`config.mk`:
```
export PLATFORM = sky130hd
export DESIGN_NAME = vme_slice_ctl
export DESIGN_NICKNAME = d
export VERILOG_FILES = /design/src/slice_ctl_pkg.sv /design/src/byte_fifo.sv /design/src/vme_slice_ctl.sv
export VERILOG_INCLUDE_DIRS = /design/src
export SDC_FILE = /design/constraint.sdc
export NUM_CORES = 1
export LEC_CHECK = 0
export BUFFER_PORTS_ARGS = -buffer_cell sky130_fd_sc_hd__buf_2
export CAP_MARGIN = 20
export CORE_MARGIN = 2
export CORE_UTILIZATION = 45
export DETAILED_ROUTE_END_ITERATION = 12
export PLACE_DENSITY = 0.76
export SYNTH_ARGS = -nofsm -noshare
export SYNTH_HDL_FRONTEND = slang
export SYNTH_SLANG_ARGS = --single-unit
```
`constraint.sdc`:
```
create_clock -name clk -period 9.47 [get_ports clk]
set_clock_uncertainty 0.1 [all_clocks]
set_input_delay 0.4735 -clock clk [delete_from_list [all_inputs] [get_ports clk]]
set_output_delay 0.4735 -clock clk [all_outputs]
set_load 0.02 [all_outputs]
```
`src/slice_ctl_cfg.svh`:
```
// Timing counts and widths for the bus slice controller.
// Assumes a 40 MHz clk; the assertions and the bench hard-code counts and a half period derived from these figures.
`ifndef SLICE_CTL_CFG_SVH
`define SLICE_CTL_CFG_SVH

`define SC_CLK_PERIOD_NS 25
`define SC_BYTE_W        8
`define SC_FIFO_DEPTH    8
`define SC_SLICES        1
// Each phase of a pin sequence lasts at least this long.
`define SC_STEP_NS       100
`define SC_STEP_CYC      ((`SC_STEP_NS + `SC_CLK_PERIOD_NS - 1) / `SC_CLK_PERIOD_NS)
// A merged match must stand this long before it is believed.
`define SC_MATCH_FILT_NS 75
`define SC_MATCH_FILT_CYC ((`SC_MATCH_FILT_NS + `SC_CLK_PERIOD_NS - 1) / `SC_CLK_PERIOD_NS)

`endif

```
`src/slice_ctl_pkg.sv`:
```
// Types shared by the bus slice controller and its user.
// Assumes nothing beyond the constants header.
package slice_ctl_pkg;

   typedef enum logic [2:0] {
      OP_LOAD_MASK = 3'h0,
      OP_LOAD_CMP  = 3'h1,
      OP_WRITE     = 3'h2,
      OP_READ      = 3'h3,
      OP_INC_VME   = 3'h4,
      OP_INC_LOCAL = 3'h5,
      OP_INC_SLAVE = 3'h6
   } op_t;

   typedef enum logic [4:0] {
      ST_IDLE    = 5'h01,
      ST_DRIVE   = 5'h02,
      ST_LATCH   = 5'h04,
      ST_SAMPLE  = 5'h08,
      ST_RELEASE = 5'h10
   } state_t;

   typedef struct packed {
      op_t        op;
      logic [7:0] addr;
      logic [7:0] data;
   } cmd_t;

   typedef struct packed {
      logic       data_in_latch_ctl;
      logic       data_out_latch_ctl;
      logic       addr_out_latch_ctl;
      logic       addr_in_latch_ctl;
      logic       local_carry_in_n;
      logic       vme_carry_in_n;
      logic       bus_request_decode_n;
      logic       block_xfer_ctl_n;
      logic       data_in_enable_n;
      logic       data_in_enable2_n;
      logic       data_out_enable_n;
      logic       vme_addr_out_enable_n;
      logic       local_data_select;
      logic       reg_strobe_n;
      logic       local_data_oe;
      logic [7:0] local_address;
      logic [7:0] local_data_o;
   } pins_t;

endpackage : slice_ctl_pkg

```
`src/byte_fifo.sv`:
```
// Synchronous FIFO with valid/ready on both sides.
// Assumes one clock and an active-low synchronous reset.
`timescale 1ns/100ps
module byte_fifo #(
   parameter int WIDTH = 8,
   parameter int DEPTH = 8
) (
   input  wire logic             clk,
   input  wire logic             resetn,
   input  wire logic             in_valid,
   output logic                  in_ready,
   input  wire logic [WIDTH-1:0] in_data,
   output logic                  out_valid,
   input  wire logic             out_ready,
   output logic      [WIDTH-1:0] out_data
);
   localparam int AW = $clog2(DEPTH);

   logic [WIDTH-1:0] mem [DEPTH];
   logic [AW:0]      wr_ptr_r;
   logic [AW:0]      rd_ptr_r;
   logic             push;
   logic             pop;

   assign in_ready  = (wr_ptr_r - rd_ptr_r) != (AW+1)'(DEPTH);
   assign out_valid = wr_ptr_r != rd_ptr_r;
   assign push      = in_valid && in_ready;
   assign pop       = out_valid && out_ready;
   assign out_data  = mem[rd_ptr_r[AW-1:0]];

   always_ff @(posedge clk)
   begin
      if (push)
      begin
         mem[wr_ptr_r[AW-1:0]] <= in_data;
      end
   end

   always_ff @(posedge clk)
   begin
      if (!resetn)
      begin
         wr_ptr_r <= '0;
         rd_ptr_r <= '0;
      end
      else
      begin
         if (push)
         begin
            wr_ptr_r <= wr_ptr_r + 1'b1;
         end
         if (pop)
         begin
            rd_ptr_r <= rd_ptr_r + 1'b1;
         end
      end
   end
endmodule : byte_fifo

```
`src/vme_slice_ctl.sv`:
```
// Controller that drives the control pins of an eight-bit bus slice.
// Assumes the slice is wired as the least significant one of its chain
// and that compare outputs of all slices arrive here unsynchronised.
//
// Contract
// - Mask or compare loads only with strobe low and decode high.
// - Data select high loads compare register, low loads mask register.
// - Compare-match glitches; outside logic must filter it.
// - Outside logic merges compare-match outputs of several slices.
// - Carry-ins chain from carry-outs of the next less significant slice.
`timescale 1ns/100ps
`include "slice_ctl_cfg.svh"
module vme_slice_ctl #(
   parameter int SLICES = `SC_SLICES
) (
   input  wire logic                  clk,
   input  wire logic                  resetn,
   input  wire logic                  cmd_valid,
   output logic                       cmd_ready,
   input  wire slice_ctl_pkg::cmd_t   cmd,
   output logic                 [7:0] rd_data,
   output logic                       rd_valid,
   input  wire logic                  rd_ready,
   output logic                       busy,
   output logic                       addr_match,
   output logic                       vme_count_max,
   output logic                       local_count_max,
   output slice_ctl_pkg::pins_t       slice_pins,
   input  wire logic            [7:0] local_data_i,
   input  wire logic     [SLICES-1:0] compare_match_n,
   input  wire logic                  vme_carry_out_n,
   input  wire logic                  local_carry_out_n
);
   localparam logic [2:0] STEP_CYC = 3'(`SC_STEP_CYC);
   localparam logic [2:0] FILT_CYC = 3'(`SC_MATCH_FILT_CYC);

   slice_ctl_pkg::state_t state_r;
   slice_ctl_pkg::state_t state_nxt;
   slice_ctl_pkg::cmd_t   cmd_r;
   slice_ctl_pkg::pins_t  pins_r;
   slice_ctl_pkg::pins_t  pins_nxt;
   logic [2:0]            step_cnt_r;
   logic                  step_en;
   logic                  accept;
   logic                  fifo_in_ready;
   logic                  fifo_push;
   logic [7:0]            ld_s1_r;
   logic [7:0]            ld_s2_r;
   logic [SLICES-1:0]     cm_s1_r;
   logic [SLICES-1:0]     cm_s2_r;
   logic [1:0]            co_s1_r;
   logic [1:0]            co_s2_r;
   logic                  merged_match;
   logic                  match_prev_r;
   logic [2:0]            stab_cnt_r;
   logic                  addr_match_r;

   // Pin levels for a given phase of a command; idle leaves all inactive.
   function automatic slice_ctl_pkg::pins_t pins_for(
      input slice_ctl_pkg::state_t st,
      input slice_ctl_pkg::cmd_t   c
   );
      slice_ctl_pkg::pins_t p;
      logic                 held;
      p = '{default: 1'b0, local_address: c.addr, local_data_o: c.data};
      p.local_carry_in_n      = 1'b1;
      p.vme_carry_in_n        = 1'b1;
      p.bus_request_decode_n  = 1'b1;
      p.block_xfer_ctl_n      = 1'b1;
      p.data_in_enable_n      = 1'b1;
      p.data_in_enable2_n     = 1'b1;
      p.data_out_enable_n     = 1'b1;
      p.vme_addr_out_enable_n = 1'b1;
      p.reg_strobe_n          = 1'b1;
      held = (st == slice_ctl_pkg::ST_LATCH) ||
             (st == slice_ctl_pkg::ST_SAMPLE);
      if ((st != slice_ctl_pkg::ST_IDLE) && (st != slice_ctl_pkg::ST_RELEASE))
      begin
         case (c.op)
            slice_ctl_pkg::OP_LOAD_MASK,
            slice_ctl_pkg::OP_LOAD_CMP:
            begin
               p.local_data_oe     = 1'b1;
               p.local_data_select = (c.op == slice_ctl_pkg::OP_LOAD_CMP);
               p.reg_strobe_n      = !held;
            end
            slice_ctl_pkg::OP_WRITE:
            begin
               p.bus_request_decode_n  = 1'b0;
               p.local_data_oe         = 1'b1;
               p.vme_addr_out_enable_n = 1'b0;
               p.data_out_enable_n     = 1'b0;
               p.addr_out_latch_ctl    = held;
               p.data_out_latch_ctl    = held;
            end
            slice_ctl_pkg::OP_READ:
            begin
               p.bus_request_decode_n  = 1'b0;
               p.vme_addr_out_enable_n = 1'b0;
               p.data_in_enable_n      = 1'b0;
               p.data_in_enable2_n     = 1'b0;
               p.addr_out_latch_ctl    = held;
               p.data_in_latch_ctl     = held;
            end
            slice_ctl_pkg::OP_INC_VME:
            begin
               // The latch rises only after carry-in is low, so the
               // slice counts on the rising edge with dual path clear.
               // As the least significant slice this controller is the
               // head of the carry chain and enables the count itself.
               p.vme_carry_in_n     = 1'b0;
               p.addr_out_latch_ctl = held;
            end
            slice_ctl_pkg::OP_INC_LOCAL:
            begin
               p.local_carry_in_n = 1'b0;
               p.block_xfer_ctl_n = !held;
            end
            slice_ctl_pkg::OP_INC_SLAVE:
            begin
               p.local_carry_in_n  = 1'b0;
               p.addr_in_latch_ctl = held;
            end
            default:
            begin
               p.reg_strobe_n = 1'b1;
            end
         endcase
      end
      return p;
   endfunction : pins_for

   assign cmd_ready = (state_r == slice_ctl_pkg::ST_IDLE) &&
                      ((cmd.op != slice_ctl_pkg::OP_READ) || fifo_in_ready);
   assign accept    = cmd_valid && cmd_ready;
   assign busy      = state_r != slice_ctl_pkg::ST_IDLE;
   assign step_en   = busy && (step_cnt_r == 3'h0);
   assign fifo_push = step_en && (state_r == slice_ctl_pkg::ST_SAMPLE) &&
                      (cmd_r.op == slice_ctl_pkg::OP_READ);

   always_comb
   begin
      state_nxt = state_r;
      case (state_r)
         slice_ctl_pkg::ST_IDLE:
         begin
            if (accept)
            begin
               state_nxt = slice_ctl_pkg::ST_DRIVE;
            end
         end
         slice_ctl_pkg::ST_DRIVE:
         begin
            if (step_en)
            begin
               state_nxt = slice_ctl_pkg::ST_LATCH;
            end
         end
         slice_ctl_pkg::ST_LATCH:
         begin
            if (step_en)
            begin
               state_nxt = slice_ctl_pkg::ST_SAMPLE;
            end
         end
         slice_ctl_pkg::ST_SAMPLE:
         begin
            if (step_en)
            begin
               state_nxt = slice_ctl_pkg::ST_RELEASE;
            end
         end
         slice_ctl_pkg::ST_RELEASE:
         begin
            if (step_en)
            begin
               state_nxt = slice_ctl_pkg::ST_IDLE;
            end
         end
         default:
         begin
            state_nxt = slice_ctl_pkg::ST_IDLE;
         end
      endcase
   end

   assign pins_nxt = pins_for(state_nxt, accept ? cmd : cmd_r);

   always_ff @(posedge clk)
   begin
      if (!resetn)
      begin
         state_r <= slice_ctl_pkg::ST_IDLE;
         cmd_r   <= '0;
         pins_r  <= pins_for(slice_ctl_pkg::ST_IDLE, '0);
      end
      else
      begin
         state_r <= state_nxt;
         pins_r  <= pins_nxt;
         if (accept)
         begin
            cmd_r <= cmd;
         end
      end
   end

   // Restarting the divider on accept gives every phase a full step.
   always_ff @(posedge clk)
   begin
      if (!resetn || accept || step_cnt_r == 3'h0)
      begin
         step_cnt_r <= STEP_CYC - 3'h1;
      end
      else
      begin
         step_cnt_r <= step_cnt_r - 3'h1;
      end
   end

   always_ff @(posedge clk)
   begin
      if (!resetn)
      begin
         ld_s1_r <= '0;
         ld_s2_r <= '0;
         cm_s1_r <= '1;
         cm_s2_r <= '1;
         co_s1_r <= 2'h3;
         co_s2_r <= 2'h3;
      end
      else
      begin
         ld_s1_r <= local_data_i;
         ld_s2_r <= ld_s1_r;
         cm_s1_r <= compare_match_n;
         cm_s2_r <= cm_s1_r;
         co_s1_r <= {vme_carry_out_n, local_carry_out_n};
         co_s2_r <= co_s1_r;
      end
   end

   // Every slice must report a match; the slice offers no cascade.
   assign merged_match = ~|cm_s2_r;

   // A match is believed only after it has stood steady for the filter
   // time, which hides comparator glitches while the address settles.
   always_ff @(posedge clk)
   begin
      if (!resetn)
      begin
         match_prev_r <= 1'b0;
         stab_cnt_r   <= 3'h0;
         addr_match_r <= 1'b0;
      end
      else
      begin
         match_prev_r <= merged_match;
         if (merged_match != match_prev_r)
         begin
            stab_cnt_r <= 3'h0;
         end
         else if (stab_cnt_r != FILT_CYC)
         begin
            stab_cnt_r <= stab_cnt_r + 3'h1;
         end
         else
         begin
            addr_match_r <= match_prev_r;
         end
      end
   end

   assign addr_match      = addr_match_r;
   assign vme_count_max   = !co_s2_r[1];
   assign local_count_max = !co_s2_r[0];
   assign slice_pins      = pins_r;

   byte_fifo #(
      .WIDTH (`SC_BYTE_W),
      .DEPTH (`SC_FIFO_DEPTH)
   ) u_rd_fifo (
      .clk       (clk),
      .resetn    (resetn),
      .in_valid  (fifo_push),
      .in_ready  (fifo_in_ready),
      .in_data   (ld_s2_r),
      .out_valid (rd_valid),
      .out_ready (rd_ready),
      .out_data  (rd_data)
   );
endmodule : vme_slice_ctl

```
==> impl_metrics.json <==
{
  "yosysWarnings": 0,
  "slew_headroom_pct": 28.57,
  "post_synth_num_cell_types": 57,
  "synth_edf_count": 64,
  "use_met3_pct": 4.651,
  "grt_first_pass_wirelength_um": 19180,
  "layout-drive-gt1-share_pct": 28.39,
  "antenna_cells": 0,
  "cts_root_buffer": "clkbuf_16",
  "fin_ws_ns": 5.953,
  "setup_tns_ns": 0,
  "wl_um": 11630,
  "cts_made_buffers": 17,
  "syn_avg_cell_area_um2": 12.46,
  "post-cts-setup-buffers": 0,
  "slowest_delay_ns": 0.82,
  "num-fill-cells": 1073,
  "ys.flop_type": "dfxtp_1",
  "cts_sinks": 142,
  "seq_area_frac_synth_pct": 60.13,
  "start_kind": "flip-flop",
  "power_density_nw_per_um2": 205.0,
  "core_um2": 12620,
  "die_h_um": 117.5,
  "fp.dieW_um": 117.5,
  "grt_overflow": 0,
  "drtIter0Drc": 254,
  "fin_nets": 569,
  "ys_ff_latch": 142,
  "grt_max_degree": 34,
  "multiInputGateArea_um2": 2022,
  "power.total_mw": 1.395,
  "min_period_ns": 3.517,
  "cts_hold_buf": 0,
  "io_pins": 79,
  "pre_cts_slack_ns": 6.290,
  "synth-async-reset-ratio_pct": 0,
  "end_kind": "primary output",
  "power_leakage_nw": 2.524,
  "path_clk_slew_ns": 0.06,
  "crit_chain": "ha_1 -> nor2b_1 -> nor3_1 -> o2111a_1 -> nor2_1 -> buf_2",
  "num_vias": 3831,
  "io_buffers": 78,
  "crit_fanout": 23,
  "antenna_found_initial": 0,
  "fmax_mhz": 284.3,
  "worstMarginPinSlew_ns": 1.063,
  "drt-wirelength-per-cell_um": 16.36,
  "synth_nets": 508,
  "fin_area_um2": 6805,
  "first_global_vias": 3802,
  "maxSlewViolCount": 0,
  "timing.final.crit_share_pct": 37.14,
  "synth.cell_area_um2": 5793,
  "dieArea_um2": 13800,
  "crit_slowest_cell": "o2111a_1",
  "synthCells": 465,
  "vias_per_cell": 5.388,
  "max-cap-violations": 0,
  "cts_htree_levels": 4,
  "clk_latency_ns": 0.41,
  "crit_buf_inv": 1,
  "post-place-cells": 678,
  "critPathRequiredTime_ns": 8.90,
  "final_cell_mix": "dfxtp_1, buf_2, edfxtp_1",
  "rsz0062_at_grt": "false",
  "post-route-drc-count": 0,
  "start_util_pct": 45.91,
  "detail-route-antenna-nets": 0,
  "hold_violations": 0,
  "hpwl_um": 7842,
  "worstHoldPathType": "in2reg",
  "ff_latch_area_um2": 3483,
  "setup_viol": 0,
  "syn_to_final_growth_pct": 17.47,
  "track_usage_pct": 17.58,
  "critical_path_class": "reg2out",
  "dpl_cell_area_um2": 6212,
  "met2_usage_pct": 31.40,
  "cts_tree": "done",
  "gr-max-usage-layer": "met2",
  "layout.cells.non_filler": 711,
  "rows": 41,
  "status": "completed",
  "arrival_ns": 2.94,
  "vdd_drop_max_uv": 99.87,
  "cp_top_family": "compound AO/OA/AOI/OAI gates",
  "cts.repair.resized": 0,
  "drt_pre_antenna_iters": 5,
  "cts_buffer_depth": 2,
  "gp_congestion": 0.8225,
  "grt.met1_usage_pct": 20.60
}
-- sequential cells by signal (all words and copies together), names as in the netlist, named ones only --
| signal | flops |
|---|---|
| u_rd_fifo.wr_ptr_r | 4 |
| u_rd_fifo.mem | 64 |
| co_s2_r | 2 |
| step_cnt_r | 3 |
| u_rd_fifo.rd_ptr_r | 4 |
| cm_s1_r | 1 |
| ld_s2_r | 8 |
| cm_s2_r | 1 |
| slice_pins | 29 |
| stab_cnt_r | 3 |
| co_s1_r | 2 |
| match_prev_r | 1 |
| addr_match | 1 |
| state_r | 5 |
| ld_s1_r | 8 |
| cmd_r | 3 |
-- metrics by stage --
step / util (%) / hold slack (ns)
floorplan: - / 0.2703
global placement: 49.23 / 0.2779
detailed placement: 49.23 / 0.2834
CTS: 53.81 / 0.1285
global route: 53.93 / 0.1438
finish: 53.93 / 0.1404
-- cell type report --
cell class	count	share of cell area (%)
Clock inverter	12	1.618
Multi-Input combinational cell	265	29.71
Tap cell	172	3.162
Clock buffer	20	6.876
Timing Repair Buffer	85	6.619
Inverter	15	0.8274
Sequential cell	142	51.19
-- logic make-up after synthesis --
logic type      after synthesis  synth area share, %
mux                          30                8.920
buf+inv                      58                5.075
simple gates                131                12.87
xor+xnor                      7                1.188
compound gates               88                9.871
fa+ha+maj                     9                1.944
flops                       142                60.13
-- synthesized netlist by cell type (2+ instances only) --
cell type | instances | share of area [%]
or4_1 | 2 | 0.26
nor4_1 | 7 | 0.76
a21oi_1 | 30 | 2.6
mux2i_1 | 3 | 0.52
a211o_1 | 4 | 0.60
a21boi_0 | 2 | 0.26
nand4_1 | 4 | 0.43
buf_2 | 7 | 0.60
or3_1 | 5 | 0.54
buf_4 | 18 | 2.3
nand3b_1 | 4 | 0.52
edfxtp_1 | 64 | 33
and2_1 | 18 | 1.9
nor3_1 | 9 | 0.78
o21a_1 | 2 | 0.26
nand3_1 | 28 | 2.4
ha_1 | 9 | 1.9
o21ai_1 | 16 | 1.4
nor2b_1 | 5 | 0.54
nor2_1 | 16 | 1.0
nand2b_1 | 11 | 1.2
mux4_2 | 16 | 6.2
o21ai_0 | 9 | 0.78
a31o_2 | 2 | 0.30
clkbuf_1 | 17 | 1.1
o2111ai_1 | 2 | 0.30
a211oi_1 | 6 | 0.78
o211ai_1 | 5 | 0.65
mux2_2 | 9 | 1.7
nand2_1 | 11 | 0.71
and3_1 | 4 | 0.43
inv_1 | 14 | 0.91
xor2_1 | 5 | 0.76
dfxtp_1 | 78 | 27
-- final timing paths --
kind | to | start | cells past startpoint | slack, ns
setup / recovery | cmd_ready | u_rd_fifo.wr_ptr_r[1]$_SDFFE_PN0P_ | 6 | 5.95
hold / removal | cm_s1_r$_SDFF_PN1_ | compare_match_n | 2 | 0.14
setup reg to reg | u_rd_fifo.mem[4][7]$_DFFE_PP_ | u_rd_fifo.wr_ptr_r[0]$_SDFFE_PN0P_ | 7 | 6.25
hold reg to reg | step_cnt_r[0]$_SDFF_PP1_ | step_cnt_r[0]$_SDFF_PP1_ | 1 | 0.29
-- layer usage --
metal / up-vias / share of wire [%]
li1: 1830 / -
met3: 10 / 4.3
met1: 1898 / 41
met5: - / 0
met4: 0 / 0.83
met2: 93 / 54
-- report_power, final --
group	switching (mW)	internal, mW	leakage, nW
Combinational	0.0576	0.0343	1.03
Sequential	0.0129	0.655	1.22
Clock	0.250	0.385	0.274
Total	0.321	1.07	2.52
Note: power is estimated with default switching activity, not from simulation.
